[src/logic/bus_arb_pkg.sv]
// Package: types and constants for the external bus arbiter
// Assumes: used as bus_arb_pkg::name, never imported
package bus_arb_pkg;

  // Grant delay in T states after a sampled request
  localparam int unsigned GRANT_DELAY = 2;
  localparam logic [3:0]  CNT_ZERO    = 4'h0;
  localparam logic [3:0]  CNT_ONE     = 4'h1;

  // One-hot arbiter states
  typedef enum logic [4:0] {
    st_own     = 5'h01,  // Slave mode, device owns bus
    st_grant   = 5'h02,  // Slave mode, bus granted away
    st_idle_m  = 5'h04,  // Master mode, not requesting
    st_req_m   = 5'h08,  // Master mode, waiting for grant
    st_have_m  = 5'h10   // Master mode, owns bus
  } arb_state_t;

  // Access request from the core
  typedef struct packed {
    logic ext_req;      // External access pending
    logic ext_prog;     // Access is a program fetch
    logic rmw;          // Inside read-modify-write
    logic cycle_busy;   // External cycle in progress
    logic cycle_done;   // Current external cycle ends
    logic t0;           // T0 phase of instruction cycle
  } core_req_t;

  // Bus pin strobes driven by the core
  typedef struct packed {
    logic periph_en_n;
    logic space_sel;
    logic rd_n;
    logic wr_n;
    logic rw;
  } bus_strobe_t;

endpackage : bus_arb_pkg

[src/logic/bus_arbiter.sv]
// Arbiter for the external bus request, grant and busy lines
// Assumes: pins are active low, synchronised here; core sequences cycles
// Function
// After reset request line is an input; device is slave, owns bus.
// Asserted outside request is answered by grant a few T states later.
// Bus is given up as early as synchronisation allows.
// On release strobes tri-state and busy is released.
// Internal operations continue while bus is released.
// External access while released is stalled with wait states.
// Bus regained only when request and busy inputs both deasserted.
// Interrupts held off while an instruction waits for the bus.
// No grant during a read-modify-write instruction.
// Master bit drives request as output; request before external access.
// Master mode waits for grant input with wait states.
// Master access starts the edge after busy is sampled high.
// Master keeps request asserted while the bus is needed.
// Request hold bit keeps request asserted under software control.
// Request held across data accesses, toggles across fetches unless hold.
// With grant tied on, request follows accesses in T0 as chip select. Code never reads t0; request follows ext_req and the hold bit.
// Master releases bus after current transfer when grant drops.
// Owning device drives busy asserted; on release busy returns to input.
// External cycle in progress finishes before grant and tri-state.
`timescale 1ns/1ps
module bus_arbiter (
  input  wire logic                     mclk,
  input  wire logic                     reset,
  input  wire logic                     master_mode,
  input  wire logic                     request_hold_bit,
  input  wire bus_arb_pkg::core_req_t   core_req,
  input  wire bus_arb_pkg::bus_strobe_t strobe_in,
  input  wire logic                     bus_req_line_n_i,
  output logic                          bus_req_line_n_o,
  output logic                          bus_req_line_oe,
  input  wire logic                     bus_grant_line_n_i,
  output logic                          bus_grant_line_n_o,
  output logic                          bus_grant_line_oe,
  input  wire logic                     bus_busy_line_n_i,
  output logic                          bus_busy_line_n_o,
  output logic                          bus_busy_line_oe,
  output bus_arb_pkg::bus_strobe_t      strobe_out,
  output logic                          strobe_oe,
  output logic                          wait_state,
  output logic                          irq_block,
  output logic                          bus_owned
);

  // ****************************************************
  // Pin synchronisers
  // ****************************************************
  logic req_n_s;
  logic grant_n_s;
  logic busy_n_s;

  sync2 #(.RESET_VAL(1'b1)) u_sync_req (
    .mclk  (mclk),
    .reset (reset),
    .din   (bus_req_line_n_i),
    .dout  (req_n_s)
  );
  sync2 #(.RESET_VAL(1'b1)) u_sync_grant (
    .mclk  (mclk),
    .reset (reset),
    .din   (bus_grant_line_n_i),
    .dout  (grant_n_s)
  );
  sync2 #(.RESET_VAL(1'b1)) u_sync_busy (
    .mclk  (mclk),
    .reset (reset),
    .din   (bus_busy_line_n_i),
    .dout  (busy_n_s)
  );

  // ****************************************************
  // Arbiter state
  // ****************************************************
  bus_arb_pkg::arb_state_t state_q;
  bus_arb_pkg::arb_state_t state_d;
  logic [3:0]              gcnt_q;
  logic                    busy_prev_q;
  logic                    busy_high_seen;

  // Busy sampled high (deasserted) in this cycle
  assign busy_high_seen = busy_n_s;

  always_comb begin
    state_d = state_q;
    unique case (state_q)
      bus_arb_pkg::st_own: begin
        if (master_mode) begin
          state_d = bus_arb_pkg::st_idle_m;
        end else if (!req_n_s && !core_req.rmw && !core_req.cycle_busy
                     && gcnt_q == bus_arb_pkg::CNT_ONE) begin
          state_d = bus_arb_pkg::st_grant;
        end
      end
      bus_arb_pkg::st_grant: begin
        if (req_n_s && busy_n_s) begin
          state_d = bus_arb_pkg::st_own;
        end
      end
      bus_arb_pkg::st_idle_m: begin
        if (!master_mode) begin
          state_d = bus_arb_pkg::st_own;
        end else if (core_req.ext_req || request_hold_bit) begin
          state_d = bus_arb_pkg::st_req_m;
        end
      end
      bus_arb_pkg::st_req_m: begin
        if (!grant_n_s && busy_high_seen) begin
          state_d = bus_arb_pkg::st_have_m;
        end else if (!core_req.ext_req && !request_hold_bit) begin
          state_d = bus_arb_pkg::st_idle_m;
        end
      end
      bus_arb_pkg::st_have_m: begin
        if (!core_req.cycle_busy || core_req.cycle_done) begin
          if (grant_n_s) begin
            state_d = bus_arb_pkg::st_idle_m;
          end else if (!core_req.ext_req && !request_hold_bit) begin
            state_d = bus_arb_pkg::st_idle_m;
          end else if (core_req.ext_prog && core_req.cycle_done
                       && !request_hold_bit) begin
            state_d = bus_arb_pkg::st_idle_m;
          end
        end
      end
      default: state_d = bus_arb_pkg::st_own;
    endcase
  end

  always_ff @(posedge mclk or posedge reset) begin
    if (reset) begin
      state_q <= bus_arb_pkg::st_own;
    end else begin
      state_q <= state_d;
    end
  end

  // Grant delay counter, counts T states of a held request
  always_ff @(posedge mclk or posedge reset) begin
    if (reset) begin
      gcnt_q <= bus_arb_pkg::CNT_ZERO;
    end else if (state_q == bus_arb_pkg::st_own && !req_n_s) begin
      if (gcnt_q < 4'(bus_arb_pkg::GRANT_DELAY - 1)) begin
        gcnt_q <= gcnt_q + bus_arb_pkg::CNT_ONE;
      end
    end else begin
      gcnt_q <= bus_arb_pkg::CNT_ZERO;
    end
  end

  always_ff @(posedge mclk or posedge reset) begin
    if (reset) begin
      busy_prev_q <= 1'b1;
    end else begin
      busy_prev_q <= busy_n_s;
    end
  end

  // ****************************************************
  // Pin outputs
  // ****************************************************
  logic owns_d;
  assign owns_d = (state_d == bus_arb_pkg::st_own)
                || (state_d == bus_arb_pkg::st_have_m);

  always_ff @(posedge mclk or posedge reset) begin
    if (reset) begin
      bus_req_line_oe    <= 1'b0;
      bus_req_line_n_o   <= 1'b1;
      bus_grant_line_oe  <= 1'b1;
      bus_grant_line_n_o <= 1'b1;
      bus_busy_line_oe   <= 1'b0;
      bus_busy_line_n_o  <= 1'b1;
      strobe_oe          <= 1'b0;
      bus_owned          <= 1'b0;
    end else begin
      bus_req_line_oe    <= master_mode;
      bus_req_line_n_o   <= !(state_d == bus_arb_pkg::st_req_m
                              || state_d == bus_arb_pkg::st_have_m);
      bus_grant_line_oe  <= !master_mode;
      bus_grant_line_n_o <= !(state_d == bus_arb_pkg::st_grant);
      bus_busy_line_oe   <= owns_d;
      bus_busy_line_n_o  <= !owns_d;
      strobe_oe          <= owns_d;
      bus_owned          <= owns_d;
    end
  end

  always_ff @(posedge mclk or posedge reset) begin
    if (reset) begin
      strobe_out <= '1;
    end else begin
      strobe_out <= strobe_in;
    end
  end

  // ****************************************************
  // Stall and interrupt hold-off
  // ****************************************************
  always_ff @(posedge mclk or posedge reset) begin
    if (reset) begin
      wait_state <= 1'b0;
      irq_block  <= 1'b0;
    end else begin
      // Internal work runs freely; only external accesses stall
      wait_state <= core_req.ext_req && !owns_d;
      irq_block  <= core_req.ext_req && !owns_d;
    end
  end

  // ****************************************************
  // Checks
  // ****************************************************
  logic busy_n_o_ok;
  assign busy_n_o_ok = !bus_busy_line_oe;

  a_grant_needs_req: assert property (@(posedge mclk)
    disable iff (reset)
    $rose(state_q == bus_arb_pkg::st_grant) |-> !$past(req_n_s))
    else $error("grant without request");
  a_grant_delay: assert property (@(posedge mclk)
    disable iff (reset)
    $rose(state_q == bus_arb_pkg::st_grant) |-> !$past(req_n_s, 2))
    else $error("grant before request was held");
  a_grant_prompt: assert property (@(posedge mclk)
    disable iff (reset)
    (state_q == bus_arb_pkg::st_own && !master_mode && !req_n_s
     && !core_req.rmw && !core_req.cycle_busy
     && gcnt_q == bus_arb_pkg::CNT_ONE)
      |=> state_q == bus_arb_pkg::st_grant)
    else $error("grant delayed past count");
  a_no_grant_rmw: assert property (@(posedge mclk)
    disable iff (reset)
    (state_q == bus_arb_pkg::st_own && core_req.rmw)
      |=> state_q != bus_arb_pkg::st_grant)
    else $error("grant during read-modify-write");
  a_regain_rule: assert property (@(posedge mclk)
    disable iff (reset)
    (state_q == bus_arb_pkg::st_grant && (!req_n_s || !busy_n_s))
      |=> state_q == bus_arb_pkg::st_grant)
    else $error("bus regained too early");
  a_release_tris: assert property (@(posedge mclk)
    disable iff (reset)
    (state_q == bus_arb_pkg::st_grant) |-> !strobe_oe && busy_n_o_ok)
    else $error("strobes driven while released");
  a_wait_when_out: assert property (@(posedge mclk)
    disable iff (reset)
    (core_req.ext_req && state_d == bus_arb_pkg::st_grant)
      |=> wait_state && irq_block)
    else $error("no stall while released");
  a_stall_not_owned: assert property (@(posedge mclk)
    disable iff (reset)
    wait_state |-> !bus_owned)
    else $error("stall while owning bus");
  a_master_drives: assert property (@(posedge mclk)
    disable iff (reset)
    master_mode |=> bus_req_line_oe)
    else $error("request not driven in master mode");
  a_slave_req_input: assert property (@(posedge mclk)
    disable iff (reset)
    (state_q == bus_arb_pkg::st_own) |-> !bus_req_line_oe)
    else $error("request driven in slave mode");
  a_start_busy_hi: assert property (@(posedge mclk)
    disable iff (reset)
    (state_q == bus_arb_pkg::st_req_m && !busy_n_s)
      |=> state_q != bus_arb_pkg::st_have_m)
    else $error("access started while busy");
  a_busy_seen_high: assert property (@(posedge mclk)
    disable iff (reset)
    $rose(state_q == bus_arb_pkg::st_have_m) |-> busy_prev_q)
    else $error("access started before busy seen high");
  a_hold_keeps: assert property (@(posedge mclk)
    disable iff (reset)
    (state_q == bus_arb_pkg::st_have_m && request_hold_bit && !grant_n_s
     && master_mode) |=> !bus_req_line_n_o)
    else $error("request dropped with hold set");
  a_idle_in_cycle: assert property (@(posedge mclk)
    disable iff (reset)
    (state_q == bus_arb_pkg::st_own && core_req.cycle_busy)
      |=> state_q != bus_arb_pkg::st_grant)
    else $error("grant during cycle");
  a_master_release: assert property (@(posedge mclk)
    disable iff (reset)
    (state_q == bus_arb_pkg::st_have_m && grant_n_s && !core_req.cycle_busy)
      |=> state_q == bus_arb_pkg::st_idle_m)
    else $error("bus kept after grant dropped");
  a_busy_driven: assert property (@(posedge mclk)
    disable iff (reset)
    (state_q == bus_arb_pkg::st_have_m)
      |-> bus_busy_line_oe && !bus_busy_line_n_o)
    else $error("busy not driven while owning");
  a_req_while_need: assert property (@(posedge mclk)
    disable iff (reset)
    (state_q == bus_arb_pkg::st_have_m && core_req.ext_req && !grant_n_s
     && !core_req.ext_prog) |=> !bus_req_line_n_o)
    else $error("request dropped while needed");
  a_fetch_toggle: assert property (@(posedge mclk)
    disable iff (reset)
    (state_q == bus_arb_pkg::st_have_m && core_req.ext_prog
     && core_req.cycle_done && !request_hold_bit) |=> bus_req_line_n_o)
    else $error("request not toggled after fetch");

  // ****************************************************
  // Cover points
  // ****************************************************
  c_grant: cover property (@(posedge mclk) disable iff (reset)
    $rose(state_q == bus_arb_pkg::st_grant));
  c_regain: cover property (@(posedge mclk) disable iff (reset)
    $fell(state_q == bus_arb_pkg::st_grant));
  c_master_have: cover property (@(posedge mclk) disable iff (reset)
    $rose(state_q == bus_arb_pkg::st_have_m));
  c_stall: cover property (@(posedge mclk) disable iff (reset)
    $rose(wait_state));
  c_fetch_toggle: cover property (@(posedge mclk) disable iff (reset)
    state_q == bus_arb_pkg::st_have_m && core_req.ext_prog
    && core_req.cycle_done);

endmodule : bus_arbiter

[src/logic/sync2.sv]
// Two flip-flop synchroniser for pin inputs
// Assumes: single clock mclk, asynchronous active-high reset
`timescale 1ns/1ps
module sync2 #(
  parameter logic RESET_VAL = 1'b1
) (
  input  wire logic mclk,
  input  wire logic reset,
  input  wire logic din,
  output logic      dout
);
  logic meta_q;

  always_ff @(posedge mclk or posedge reset) begin
    if (reset) begin
      meta_q <= RESET_VAL;
      dout   <= RESET_VAL;
    end else begin
      meta_q <= din;
      dout   <= meta_q;
    end
  end
endmodule : sync2

[config.mk]
export PLATFORM = sky130hd
export DESIGN_NAME = bus_arbiter
export DESIGN_NICKNAME = d
export VERILOG_FILES = /design/src/logic/bus_arb_pkg.sv /design/src/logic/bus_arbiter.sv /design/src/logic/sync2.sv
export SDC_FILE = /design/constraint.sdc
export NUM_CORES = 1
export LEC_CHECK = 0
export BUFFER_PORTS_ARGS = -buffer_cell sky130_fd_sc_hd__buf_2
export CAP_MARGIN = 20
export CELL_PAD_IN_SITES_DETAIL_PLACEMENT = 0
export CELL_PAD_IN_SITES_GLOBAL_PLACEMENT = 2
export CORE_MARGIN = 4
export CORE_UTILIZATION = 28
export DETAILED_ROUTE_END_ITERATION = 10
export HOLD_SLACK_MARGIN = 0.08
export PLACE_DENSITY_LB_ADDON = 0.12
export SYNTH_ARGS = -nofsm -noshare
export SYNTH_HDL_FRONTEND = slang
export SYNTH_SLANG_ARGS = --single-unit
[constraint.sdc]
create_clock -name mclk -period 2.1 [get_ports mclk]
set_input_delay 0.105 -clock mclk [delete_from_list [all_inputs] [get_ports mclk]]
set_output_delay 0.105 -clock mclk [all_outputs]
set_load 0.02 [all_outputs]
==> summary.md, run 1 <==
| Metric | Value |
|---|---|
| Highest clock rate | 0.486 GHz |
| Int Power | 0.000976 W |
| Cells after Synth | 95 |
| Die width | 71.1 um |
| Slew @ Worst Pin | 0.401 ns |
| Post-synth net total | 116 |
| Row count | 22 |
| RSZ-0062 raised after global routing | true |
| Worst slew margin | 0.732 |
| Fraction of layout cells with a size suffix above 1 | 0.433 |
| Post-synthesis mux area share | 0 |
| Worst min-delay path startpoint | core_req[3] |
| Reg clk slew, reported paths | 0.09 ns |
| CTS H-tree depth | 1 |
| Skew-Pair Late Insertion Delay | 0.27 ns |
| Clk sinks | 27 |
| Sequential power share | 0.458 |
| Switching power of the nets | 0.000477 W |
| Post-Syn Area | 0.00111 mm^2 |
| Sw Share | 0.328 |
| Detail Placement HPWL | 1.70 mm |
| Clock share of power | 0.200 |
| CTS tree | done |
| Maximum clock path buffer count | 2 |
| Antenna cells | 0 |
| Total placed cells including tap cells | 173 |
| Worst Hold Class | input port to flip-flop |
| Hold Vio Cnt, Final | 0 |
| Multi-input logic area | 373 um^2 |
| Setup crit end kind | flip-flop |
| Largest family of logic cells by synthesized area | simple AND/OR/NAND/NOR gates |
| Via count | 792 |
| Area delta synth->final | 34.6% |
| Final Slew Violations | 0 |
| Mean routed wirelength per cell | 12.0 um |
| Core Region | 0.00374 mm^2 |
| Post-Synth XOR/XNOR Area | 0.0157 |
| Placer's final routability congestion estimate | 0.737 |
| Yosys cell types | 34 |
| Die area | 0.00505 mm^2 |
| Vias in the first global route | 873 |
| Initial antenna violation count | 0 |
| Register area share after synthesis | 0.625 |
| CTS buffer count | 3 |
| Flop and latch count out of synthesis | 27 |
| Final period util | 0.981 |
| Overall power | 0.00145 W |
| Adder-cell share of the synthesized area | 0.0337 |
| Setup Skew | 0.00445 ns |
| Starting density of the core | 0.297 |
| DRC violations left | 0 |
| Die Y | 71.1 um |
| Final antenna-violating net count | 0 |
| Worst Setup SP | gcnt_q[1]$_DFFE_PP0P_ |
| Initial DRC count | 25 |
| # Max-Cap Violations | 0 |
| Syn avg cell area | 11.7 um^2 |
| CP Launch Type | flip-flop |
| Fillers | 402 |
| Simple-gate share of the synthesized area | 0.194 |
| Pin count of the biggest net entering global routing | 28 |
| Final setup fails | 0 |
| Nets | 163 |
| Comb pwr share | 0.342 |
| First-pass GRT wire length | 3.82 mm |
| FF-to-FF Start | gcnt_q[1]$_DFFE_PP0P_ |
| Leakage | 0.708 nW |
| Total grt overflow | 0 |
| Area share of the largest cell type after synthesis | 0.378 |
| Port bufs | 31 |
| Biggest regs | state_q x5, strobe_out x5, gcnt_q x4 |
| Area leader, netlist | dfstp_2 |
| Minimum clock period | 2.06 ns |
| Compound-cell area share of the yosys netlist | 0.0809 |
| Drt pass-1 iters | 4 |
| Synth Warn # | 0 |
| Root buf cell | clkbuf_8 |
| Vias/cell | 4.19 |
| Outcome | complete, no violations |
| Power Density | 969 mW/mm^2 |
| # IOs | 33 |
| CP Max Fanout | 4 |
| Final wirelength | 2.26 mm |
| Data arrival, critical path | 2.22 ns |
| Final std cells w/o fill | 189 |
| Critical Path RT | 2.26 ns |
| Area contributors post-synth | dfstp_2, dfrtp_1, nor2_1 |
| Critical path class | flip-flop to flip-flop |
| GRT Total Usage | 0.0944 |
| Sequential cell area | 696 um^2 |
| Peak VDD IR | 0.000350 V |
-- path summary, 6_finish.rpt --
kind	end	slack [ns]	depth (start not counted)
max	bus_owned$_DFF_PP0_	0.04	7
min	bus_grant_line_n_o$_DFF_PP1_	0.18	3
max reg2reg	bus_owned$_DFF_PP0_	0.04	7
min reg2reg	u_sync_req.dout$_DFF_PP1_	0.36	0
max in group asynchronous	bus_grant_line_oe$_DFF_PP1_	1.36	4
min in group asynchronous	state_q[3]$_DFF_PP0_	0.44	4
-- cells in the mapped netlist (all sizes together) --
| cell | instances |
|---|---|
| inv | 9 |
| nand2 | 2 |
| buf | 3 |
| nand2b | 1 |
| and4 | 2 |
| a211oi | 2 |
| o22ai | 1 |
| nor2 | 13 |
| o21bai | 1 |
| nand3 | 2 |
| or3 | 2 |
| a31oi | 1 |
| nor3 | 4 |
| ha | 3 |
| or2b | 1 |
| dfrtp | 11 |
| xor2 | 1 |
| nand3b | 2 |
| nor2b | 1 |
| xnor2 | 1 |
| a21oi | 4 |
| dfstp | 16 |
| or3b | 1 |
| and3 | 1 |
| a21o | 1 |
| and2b | 1 |
| o211ai | 2 |
| o21ai | 1 |
| a21boi | 1 |
| or4b | 1 |
| or2 | 2 |
| nor3b | 1 |
-- placed cells by master, fill, tap and decap left out, types with 2 or more instances in the layout --
master	instances
dfrtp_1	11
a211oi_1	2
nand2_1	2
nand3_1	2
o211ai_1	2
inv_1	8
nand3b_1	2
ha_1	3
dlygate4sd3_1	11
nor2_1	13
a21oi_1	4
and4_1	2
buf_4	3
clkbuf_8	3
nor3_1	3
dfstp_2	16
buf_2	31
-- critical path, cell delays in order (launching register included) --
cell and delay, ns:
dfrtp_1 0.39, inv_2 0.08, ha_1 0.13, or4b_4 0.47, nor3_4 0.13, or3_4 0.15
or3b_4 0.39, or2_1 0.22
-- kinds of logic (layout without fill, tap and decap cells) --
family,after synthesis,in the layout
simple gates,37,37
xor+xnor,2,2
flops,27,27
buf+inv,12,58
fa+ha+maj,3,3
compound gates,14,14
-- area by class of cell --
cell class              count  share of cell area
flip-flops and latches     27               0.464
multi-input cells          56               0.249
repair buffers             45               0.192
well taps                  48              0.0401
clock buffers               3              0.0275
inverters                   9              0.0225
clock inverters             1             0.00501
-- repair_timing --
| item | CTS | global route |
|---|---|---|
| gates cloned | 0 | 0 |
| pin swaps | 1 | 0 |
| endpoints found under the setup margin | 1 | 1 |
| resized for setup | 1 | 2 |
| hold buffers | 11 | 0 |
| setup buffers | 0 | 1 |
| endpoints found under the hold margin | 22 | 0 |
-- power by group through the flow --
stage	Clock [W]	Combinational (W)	Sequential, W
6_report	0.000290	0.000497	0.000666
5_1_grt	0.000334	0.000552	0.000676
4_1_cts	0.000317	0.000493	0.000667
3_5_place_dp	0	0.000475	0.000674
3_3_place_gp	0	0.000473	0.000673
2_1_floorplan	0	0.000310	0.000719
-- per-stage QoR --
stage / instance area, um^2 / hold WS [ns] / worst slack [ns] / utilization / TNS, ns
final: 1500 / 0.184 / 0.0409 / 0.400 / 0
after global routing: 1500 / 0.208 / -0.0550 / 0.400 / -0.0550
after CTS: 1480 / 0.152 / 0.00548 / 0.395 / 0
after detailed placement: 1320 / 0.183 / -0.00682 / 0.353 / -0.00682
after global placement: 1320 / 0.172 / 0.0444 / 0.353 / 0
after floorplan: 1110 / 0.109 / 0.141 / - / 0
-- layer usage --
metal,track usage,wire [um],share of wire
met1,0.121,1020,0.45
met2,0.153,1150,0.51
met3,0.0213,81,0.036
met4,0.0376,9,0.0040
met5,0,0,0
No activity file was read; power rests on OpenSTA's default activity.
==> run 2: changes to the inputs <==
--- a/config.mk
+++ b/config.mk
@@ -11,9 +11,11 @@
 export CELL_PAD_IN_SITES_GLOBAL_PLACEMENT = 2
 export CORE_MARGIN = 4
 export CORE_UTILIZATION = 28
+export CTS_CLUSTER_DIAMETER = 150
 export DETAILED_ROUTE_END_ITERATION = 10
 export HOLD_SLACK_MARGIN = 0.08
 export PLACE_DENSITY_LB_ADDON = 0.12
 export SYNTH_ARGS = -nofsm -noshare
 export SYNTH_HDL_FRONTEND = slang
+export SYNTH_HIERARCHICAL = 1
 export SYNTH_SLANG_ARGS = --single-unit
==> constraint.sdc (replaced) <==
create_clock -name mclk -period 2.1 [get_ports mclk]
set_input_delay 0.21 -clock mclk [delete_from_list [all_inputs] [get_ports mclk]]
set_output_delay 0.21 -clock mclk [all_outputs]
set_load 0.02 [all_outputs]
==> run 2 against run 1 <==
Effect of this change: critical endpoint unchanged; core utilization down 2.6 points; worst setup slack better by 0.33 ns; synthesized cell count up 7.4%; total power up 2.0%; cell count up 2.1%.
==> summary.md, run 2 <==
| Metric | Value |
|---|---|
| Outcome | complete, no violations |
| Sequential power share | 0.463 (+0.005) |
| Final Slew Violations | 0 (unchanged) |
| Area delta synth->final | 28.3% |
| Worst Setup SP | state_q[3]$_DFF_PP0_ |
| Maximum clock path buffer count | 2 (unchanged) |
| Initial DRC count | 49 (+96%) |
| Count leader, synth | dfstp_2 |
| Starting density of the core | 0.292 (-0.00553) |
| Initial antenna violation count | 0 (unchanged) |
| Fraction of layout cells with a size suffix above 1 | 0.413 (-0.0200) |
| # IOs | 33 (unchanged) |
| Synth async-reset ratio | 1.00 (unchanged) |
| Total grt overflow | 0 (unchanged) |
| Buf/Inv on CP | 0 (-1) |
| Biggest regs | state_q x5, strobe_out x5, gcnt_q x4 |
| Worst Hold Class | input port to flip-flop |
| FF-to-FF Start | state_q[3]$_DFF_PP0_ |
| RSZ-0062 raised after global routing | false |
| Post-Place Setup Slack | 0.382 ns (+0.389 ns) |
| Hold Path End | irq_block$_DFF_PP0_ |
| Antenna cells | 0 (unchanged) |
| Sw Share | 0.341 (+0.0131) |
| Most common cell after layout, fill and taps aside | buf_2 |
| Main flop type after synthesis | dfstp_2 |
| Final std cells w/o fill | 193 (+2.1%) |
| Setup Skew | 0.00137 ns (-0.00308 ns) |
| Vias/cell | 4.53 (+8.1%) |
| Skew-Pair Late Insertion Delay | 0.27 ns (about the same) |
| Leakage | 0.687 nW (-2.9%) |
| Core Region | 0.00403 mm^2 (+7.6%) |
| Total placed cells including tap cells | 179 (+3.5%) |
| Area leader, netlist | dfstp_2 |
| DRC violations left | 0 (unchanged) |
| Hold Vio Cnt, Final | 0 (unchanged) |
| CTS tree | done |
| Number of synthesized flops with an enable pin | 0 (unchanged) |
| Critical Path RT | 2.26 ns (about the same) |
| # Max-Cap Violations | 0 (unchanged) |
| CP Max Fanout | 6 (+2) |
| Synth Warn # | 6 (+6) |
| Die area | 0.00530 mm^2 (+5.0%) |
| Power Density | 982 mW/mm^2 (+1.4%) |
| Post-Syn Area | 0.00118 mm^2 (+5.6%) |
| Slowest CP cell | dfrtp_1 |
| Final period util | 0.823 (-0.157) |
| Flop and latch count out of synthesis | 27 (unchanged) |
| Final wirelength | 2.33 mm (+2.9%) |
| Clock share of power | 0.201 (about the same) |
| Vias in the first global route | 867 (-0.69%) |
| Post-CTS sizing | 0 (-1) |
| Worst min-delay path startpoint | core_req[5] |
| CTS buffer count | 3 (unchanged) |
| Register area share after synthesis | 0.591 (-0.0332) |
| Row count | 23 (+4.5%) |
| Overall power | 0.00148 W (+2.0%) |
| Area share of the largest cell type after synthesis | 0.357 (-0.0201) |
| First-pass GRT wire length | 4.02 mm (+5.4%) |
| Slew @ Worst Pin | 0.813 ns (+0.413 ns) |
| Port bufs | 31 (unchanged) |
| Drt pass-1 iters | 4 (unchanged) |
| Worst reg2reg path depth | 5 (-2) |
| Most instantiated cells after synthesis | dfstp_2, nor2_1, dfrtp_1, inv_1, nand2_1 |
| Nets | 165 (+1.2%) |
| Post-synth net total | 123 (+6.0%) |
| GRT Total Usage | 0.100 (+0.00586) |
| Worst hold path depth | 3 (unchanged) |
| Die width | 72.8 um (+2.5%) |
| Hold-fix buffers, CTS | 9 (-2) |
| Setup crit end kind | flip-flop |
| Minimum clock period | 1.73 ns (-0.330 ns) |
| Final setup margin | 0.371 ns (+0.330 ns) |
| Final antenna-violating net count | 0 (unchanged) |
| Cells after Synth | 102 (+7.4%) |
| Comb pwr share | 0.335 (-0.007) |
| Top delay family on crit path | simple AND/OR/NAND/NOR gates |
| Highest clock rate | 0.578 GHz (+19%) |
| Most frequent cells in the layout | buf_2, dfstp_2, nor2_1, inv_1, dfrtp_1 |
| Root buf cell | clkbuf_8 |
| Via count | 874 (+10%) |
| CP Launch Type | flip-flop |
| Critical path, cell by cell | or3_4, nor3b_4, a211o_2, nand4_4, or2_1 |
| Placer's final routability congestion estimate | 0.763 (+3.6%) |
| Critical path class | flip-flop to flip-flop |
| R2r endpoint | bus_owned$_DFF_PP0_ |
| Reg clk slew, reported paths | 0.09 ns (about the same) |
| Min Hold Slack | 0.228 ns (+0.0443 ns) |
| Syn avg cell area | 11.5 um^2 (-1.6%) |
| Pin count of the biggest net entering global routing | 22 (-21%) |
| Peak VDD IR | 0.000562 V (+60%) |
| Detail Placement HPWL | 1.80 mm (+6.0%) |
| Area contributors post-synth | dfstp_2, dfrtp_1, nor2_1 |
| Data arrival, critical path | 1.89 ns (-0.33 ns) |
| R2R setup slack | 0.37 ns (+0.33 ns) |
| Yosys cell types | 34 (unchanged) |
| Switching power of the nets | 0.000506 W (+6.1%) |
| Final setup fails | 0 (unchanged) |
| Worst slew margin | 0.457 (-0.275) |
| Mean routed wirelength per cell | 12.0 um (+0.74%) |
| Setup Buffers After CTS | 0 (unchanged) |
| CP peak stage delay | 0.46 ns (about the same) |
| CTS H-tree depth | 1 (unchanged) |
| Clk sinks | 27 (unchanged) |
| Setup_tns | 0 ns (unchanged) |
| Int Power | 0.000977 W (about the same) |
| Die Y | 72.8 um (+2.5%) |
==> run 2: tightest hold or removal path, stage by stage <==
cell,delay [ns]
buf_2,0.13
nand3_1,0.08
nor2_1,0.05
==> run 2: how the worst max path moves through the flow <==
| stage | slack (ns) | end | depth (start not counted) |
|---|---|---|---|
| 2_1_floorplan | 0.49 | bus_owned$_DFF_PP0_ | 6 |
| 3_3_place_gp | 0.38 | bus_owned$_DFF_PP0_ | 5 |
| 3_5_place_dp | 0.38 | bus_owned$_DFF_PP0_ | 5 |
| 4_1_cts | 0.37 | bus_owned$_DFF_PP0_ | 5 |
| 5_1_grt | 0.27 | bus_owned$_DFF_PP0_ | 5 |
| 6_report | 0.37 | bus_owned$_DFF_PP0_ | 5 |
==> run 2: kinds of logic (layout without fill, tap and decap cells) <==
group | count (synthesis) | in the layout | synth area share
flops | 27 | 27 | 0.591
simple gates | 41 | 41 | 0.215
fa+ha+maj | 3 | 3 | 0.0319
xor+xnor | 2 | 2 | 0.0149
mux | 1 | 1 | 0.00957
buf+inv | 15 | 56 | 0.0638
compound gates | 13 | 13 | 0.0734
==> run 2: power groups by stage <==
stage	combinational, W	sequential (W)	clock (W)
after floorplan	0.000374	0.000722	0
final	0.000497	0.000687	0.000298
after detailed placement	0.000493	0.000695	0
after global routing	0.000557	0.000699	0.000349
after global placement	0.000495	0.000693	0
after CTS	0.000507	0.000689	0.000319
==> run 2: layout make-up <==
class	count	area [um^2]
Fill cell	425	2520
Sequential cell	27	696
Multi-Input combinational cell	60	405
Timing Repair Buffer	41	255
Tap cell	50	62.6
Clock buffer	3	41.3
Inverter	11	41.3
Clock inverter	1	7.51
==> run 2: metal layers <==
layer | vias up | routed length, um | track usage
met5 | - | 0 | 0
met4 | 0 | 31 | 0.0307
met3 | 4 | 180 | 0.0427
met2 | 33 | 1140 | 0.163
met1 | 417 | 977 | 0.120
li1 | 420 | - | -
==> run 2: metrics by stage <==
step                cell area [um^2]   util
floorplan                       1180      -
global placement                1360  0.338
detailed placement              1360  0.338
CTS                             1500  0.372
global route                    1510  0.375
finish                          1510  0.375
==> run 3: changes to the inputs <==
--- a/config.mk
+++ b/config.mk
@@ -10,7 +10,7 @@
 export CELL_PAD_IN_SITES_DETAIL_PLACEMENT = 0
 export CELL_PAD_IN_SITES_GLOBAL_PLACEMENT = 2
 export CORE_MARGIN = 4
-export CORE_UTILIZATION = 28
+export CORE_UTILIZATION = 32
 export CTS_CLUSTER_DIAMETER = 150
 export DETAILED_ROUTE_END_ITERATION = 10
 export HOLD_SLACK_MARGIN = 0.08
==> constraint.sdc (replaced) <==
create_clock -name mclk -period 1.66 [get_ports mclk]
set_input_delay 0.166 -clock mclk [delete_from_list [all_inputs] [get_ports mclk]]
set_output_delay 0.166 -clock mclk [all_outputs]
set_load 0.02 [all_outputs]
==> run 3 against run 2 <==
Effect of this change: maximum frequency is 6.0% higher; cell count increased by 3.1%; routed wire length is 3.3% higher; final area increased by 6.6%; non-clock buffer count is 10 higher; clock skew increased by 0.0014 ns; sequential power increased by 22%; combinational power grew 53%; global-route usage increased by 1.9 points; core utilization up 9.3 points; worst setup slack got worse by 0.34 ns; critical endpoint unchanged.
==> summary.md, run 3 (synthesis gave the netlist of run 2 again) <==
| Metric | Value |
|---|---|
| Row count | 21 (-8.7%) |
| Initial antenna violation count | 0 (unchanged) |
| RSZ-0062 raised after global routing | true |
| Via count | 854 (-2.3%) |
| Leakage | 0.744 nW (+8.2%) |
| Post-Place Setup Slack | 0.000210 ns (-0.382 ns) |
| Setup crit end kind | flip-flop |
| CP Launch Type | flip-flop |
| Pin count of the biggest net entering global routing | 22 (unchanged) |
| Placer's final routability congestion estimate | 0.783 (+2.5%) |
| GRT Total Usage | 0.119 (+0.0187) |
| Worst min-delay path startpoint | core_req[1] |
| DRC violations left | 0 (unchanged) |
| Biggest regs | state_q x5, strobe_out x5, gcnt_q x4 |
| Final period util | 0.982 (+0.159) |
| Power Density | 1230 mW/mm^2 (+25%) |
| Detail Placement HPWL | 1.85 mm (+2.5%) |
| Clk sinks | 27 (unchanged) |
| Core Region | 0.00344 mm^2 (-15%) |
| Hold Vio Cnt, Final | 0 (unchanged) |
| Initial DRC count | 23 (-53%) |
| Total grt overflow | 0 (unchanged) |
| Vias in the first global route | 875 (+0.92%) |
| Reg clk slew, reported paths | 0.09 ns (about the same) |
| Slew @ Worst Pin | 0.415 ns (-0.399 ns) |
| Root buf cell | clkbuf_8 |
| Die area | 0.00471 mm^2 (-11%) |
| Die width | 68.6 um (-5.7%) |
| Drt pass-1 iters | 2 (-2) |
| Minimum clock period | 1.63 ns (-0.0984 ns) |
| Maximum clock path buffer count | 2 (unchanged) |
| Peak VDD IR | 0.000689 V (+23%) |
| Final Slew Violations | 0 (unchanged) |
| Final setup margin | 0.0292 ns (-0.342 ns) |
| Final wirelength | 2.40 mm (+3.3%) |
| First-pass GRT wire length | 4.11 mm (+2.1%) |
| Highest clock rate | 0.613 GHz (+6.0%) |
| Overall power | 0.00197 W (+33%) |
| Nets | 175 (+6.1%) |
| CTS H-tree depth | 1 (unchanged) |
| Slowest CP cell | or3_4 |
| Setup Skew | 0.00281 ns (+0.00144 ns) |
| Mean routed wirelength per cell | 12.1 um (+0.20%) |
| Worst slew margin | 0.723 (+0.266) |
| Critical path, cell by cell | or3_4, nor3b_4, a211o_2, nand4_4, or2_1 |
| Critical Path RT | 1.82 ns (-0.44 ns) |
| Most common cell after layout, fill and taps aside | buf_2 |
| Outcome | complete, no violations |
| CP peak stage delay | 0.42 ns (-0.04 ns) |
| Worst Setup SP | state_q[2]$_DFF_PP0_ |
| Final antenna-violating net count | 0 (unchanged) |
| CTS tree | done |
| Vias/cell | 4.29 (-5.2%) |
| Critical path class | flip-flop to flip-flop |
| FF-to-FF Start | state_q[2]$_DFF_PP0_ |
| Starting density of the core | 0.342 (+0.0498) |
| Worst Hold Class | input port to flip-flop |
| Skew-Pair Late Insertion Delay | 0.27 ns (about the same) |
| # IOs | 33 (unchanged) |
| Die Y | 68.6 um (-5.7%) |
| Most frequent cells in the layout | buf_2, dfstp_2, nor2_1, inv_1, dfrtp_1 |
| CTS buffer count | 3 (unchanged) |
| Antenna cells | 0 (unchanged) |
| Fraction of layout cells with a size suffix above 1 | 0.471 (+0.0580) |
| Port bufs | 31 (unchanged) |
| Data arrival, critical path | 1.79 ns (-0.10 ns) |
| Final setup fails | 0 (unchanged) |
| Area delta synth->final | 36.7% |
| CP Max Fanout | 4 (-2) |
| # Max-Cap Violations | 0 (unchanged) |
## run 3: area by class of cell
| class | count | area [um^2] |
|---|---|---|
| multi-input cells | 60 | 430 |
| fillers | 341 | 1830 |
| flip-flops and latches | 27 | 696 |
| well taps | 46 | 57.6 |
| clock inverters | 1 | 7.51 |
| repair buffers | 51 | 334 |
| clock buffers | 3 | 41.3 |
| inverters | 11 | 41.3 |
## run 3: where the power goes
part	total, W	internal, W	leakage [nW]	switching [W]
combinational	0.000761	0.000355	0.408	0.000407
sequential	0.000837	0.000785	0.314	0.0000517
clock	0.000372	0.000170	0.0217	0.000202
## run 3: worst max-delay path, delay by kind of cell, from the launching register on
family	cells	cell delay [ns]
simple gates	4	0.97
compound gates	1	0.16
flops	1	0.39
## run 3: path summary, 6_finish.rpt
kind,to,slack (ns),depth (start not counted)
setup / recovery,bus_owned$_DFF_PP0_,0.03,5
hold / removal,state_q[2]$_DFF_PP0_,0.18,3
setup reg to reg,bus_owned$_DFF_PP0_,0.03,5
hold reg to reg,u_sync_req/dout$_DFF_PP1_,0.36,0
max in group asynchronous,state_q[0]$_DFF_PP1_,0.89,4
min in group asynchronous,u_sync_grant/dout$_DFF_PP1_,0.49,3
## run 3: layer usage
layer  up-vias  track usage  wire length, um
met4         0       0.0447               25
met1       402        0.151             1040
met2        10        0.198             1270
met5         -            0                0
li1        440            -                -
met3         2       0.0243               69
## run 3: what timing repair did
action                                  in CTS  in global routing
endpoints found under the setup margin       1                  3
setup buffers                                0                  2
endpoints found under the hold margin       26                  0
resized for setup                            0                  5
pin swaps                                    1                  7
hold buffers                                10                  0
## run 3: through the flow
stage | cell area (um^2) | hold WS (ns) | cells | utilization | setup TNS [ns]
2_1_floorplan | 1180 | 0.0775 | 102 | - | 0
3_3_place_gp | 1420 | 0.221 | 183 | 0.411 | 0
3_5_place_dp | 1420 | 0.226 | 183 | 0.411 | 0
4_1_cts | 1560 | 0.174 | 197 | 0.454 | 0
5_1_grt | 1610 | 0.179 | 199 | 0.467 | -0.0968
6_report | 1610 | 0.176 | 199 | 0.467 | 0
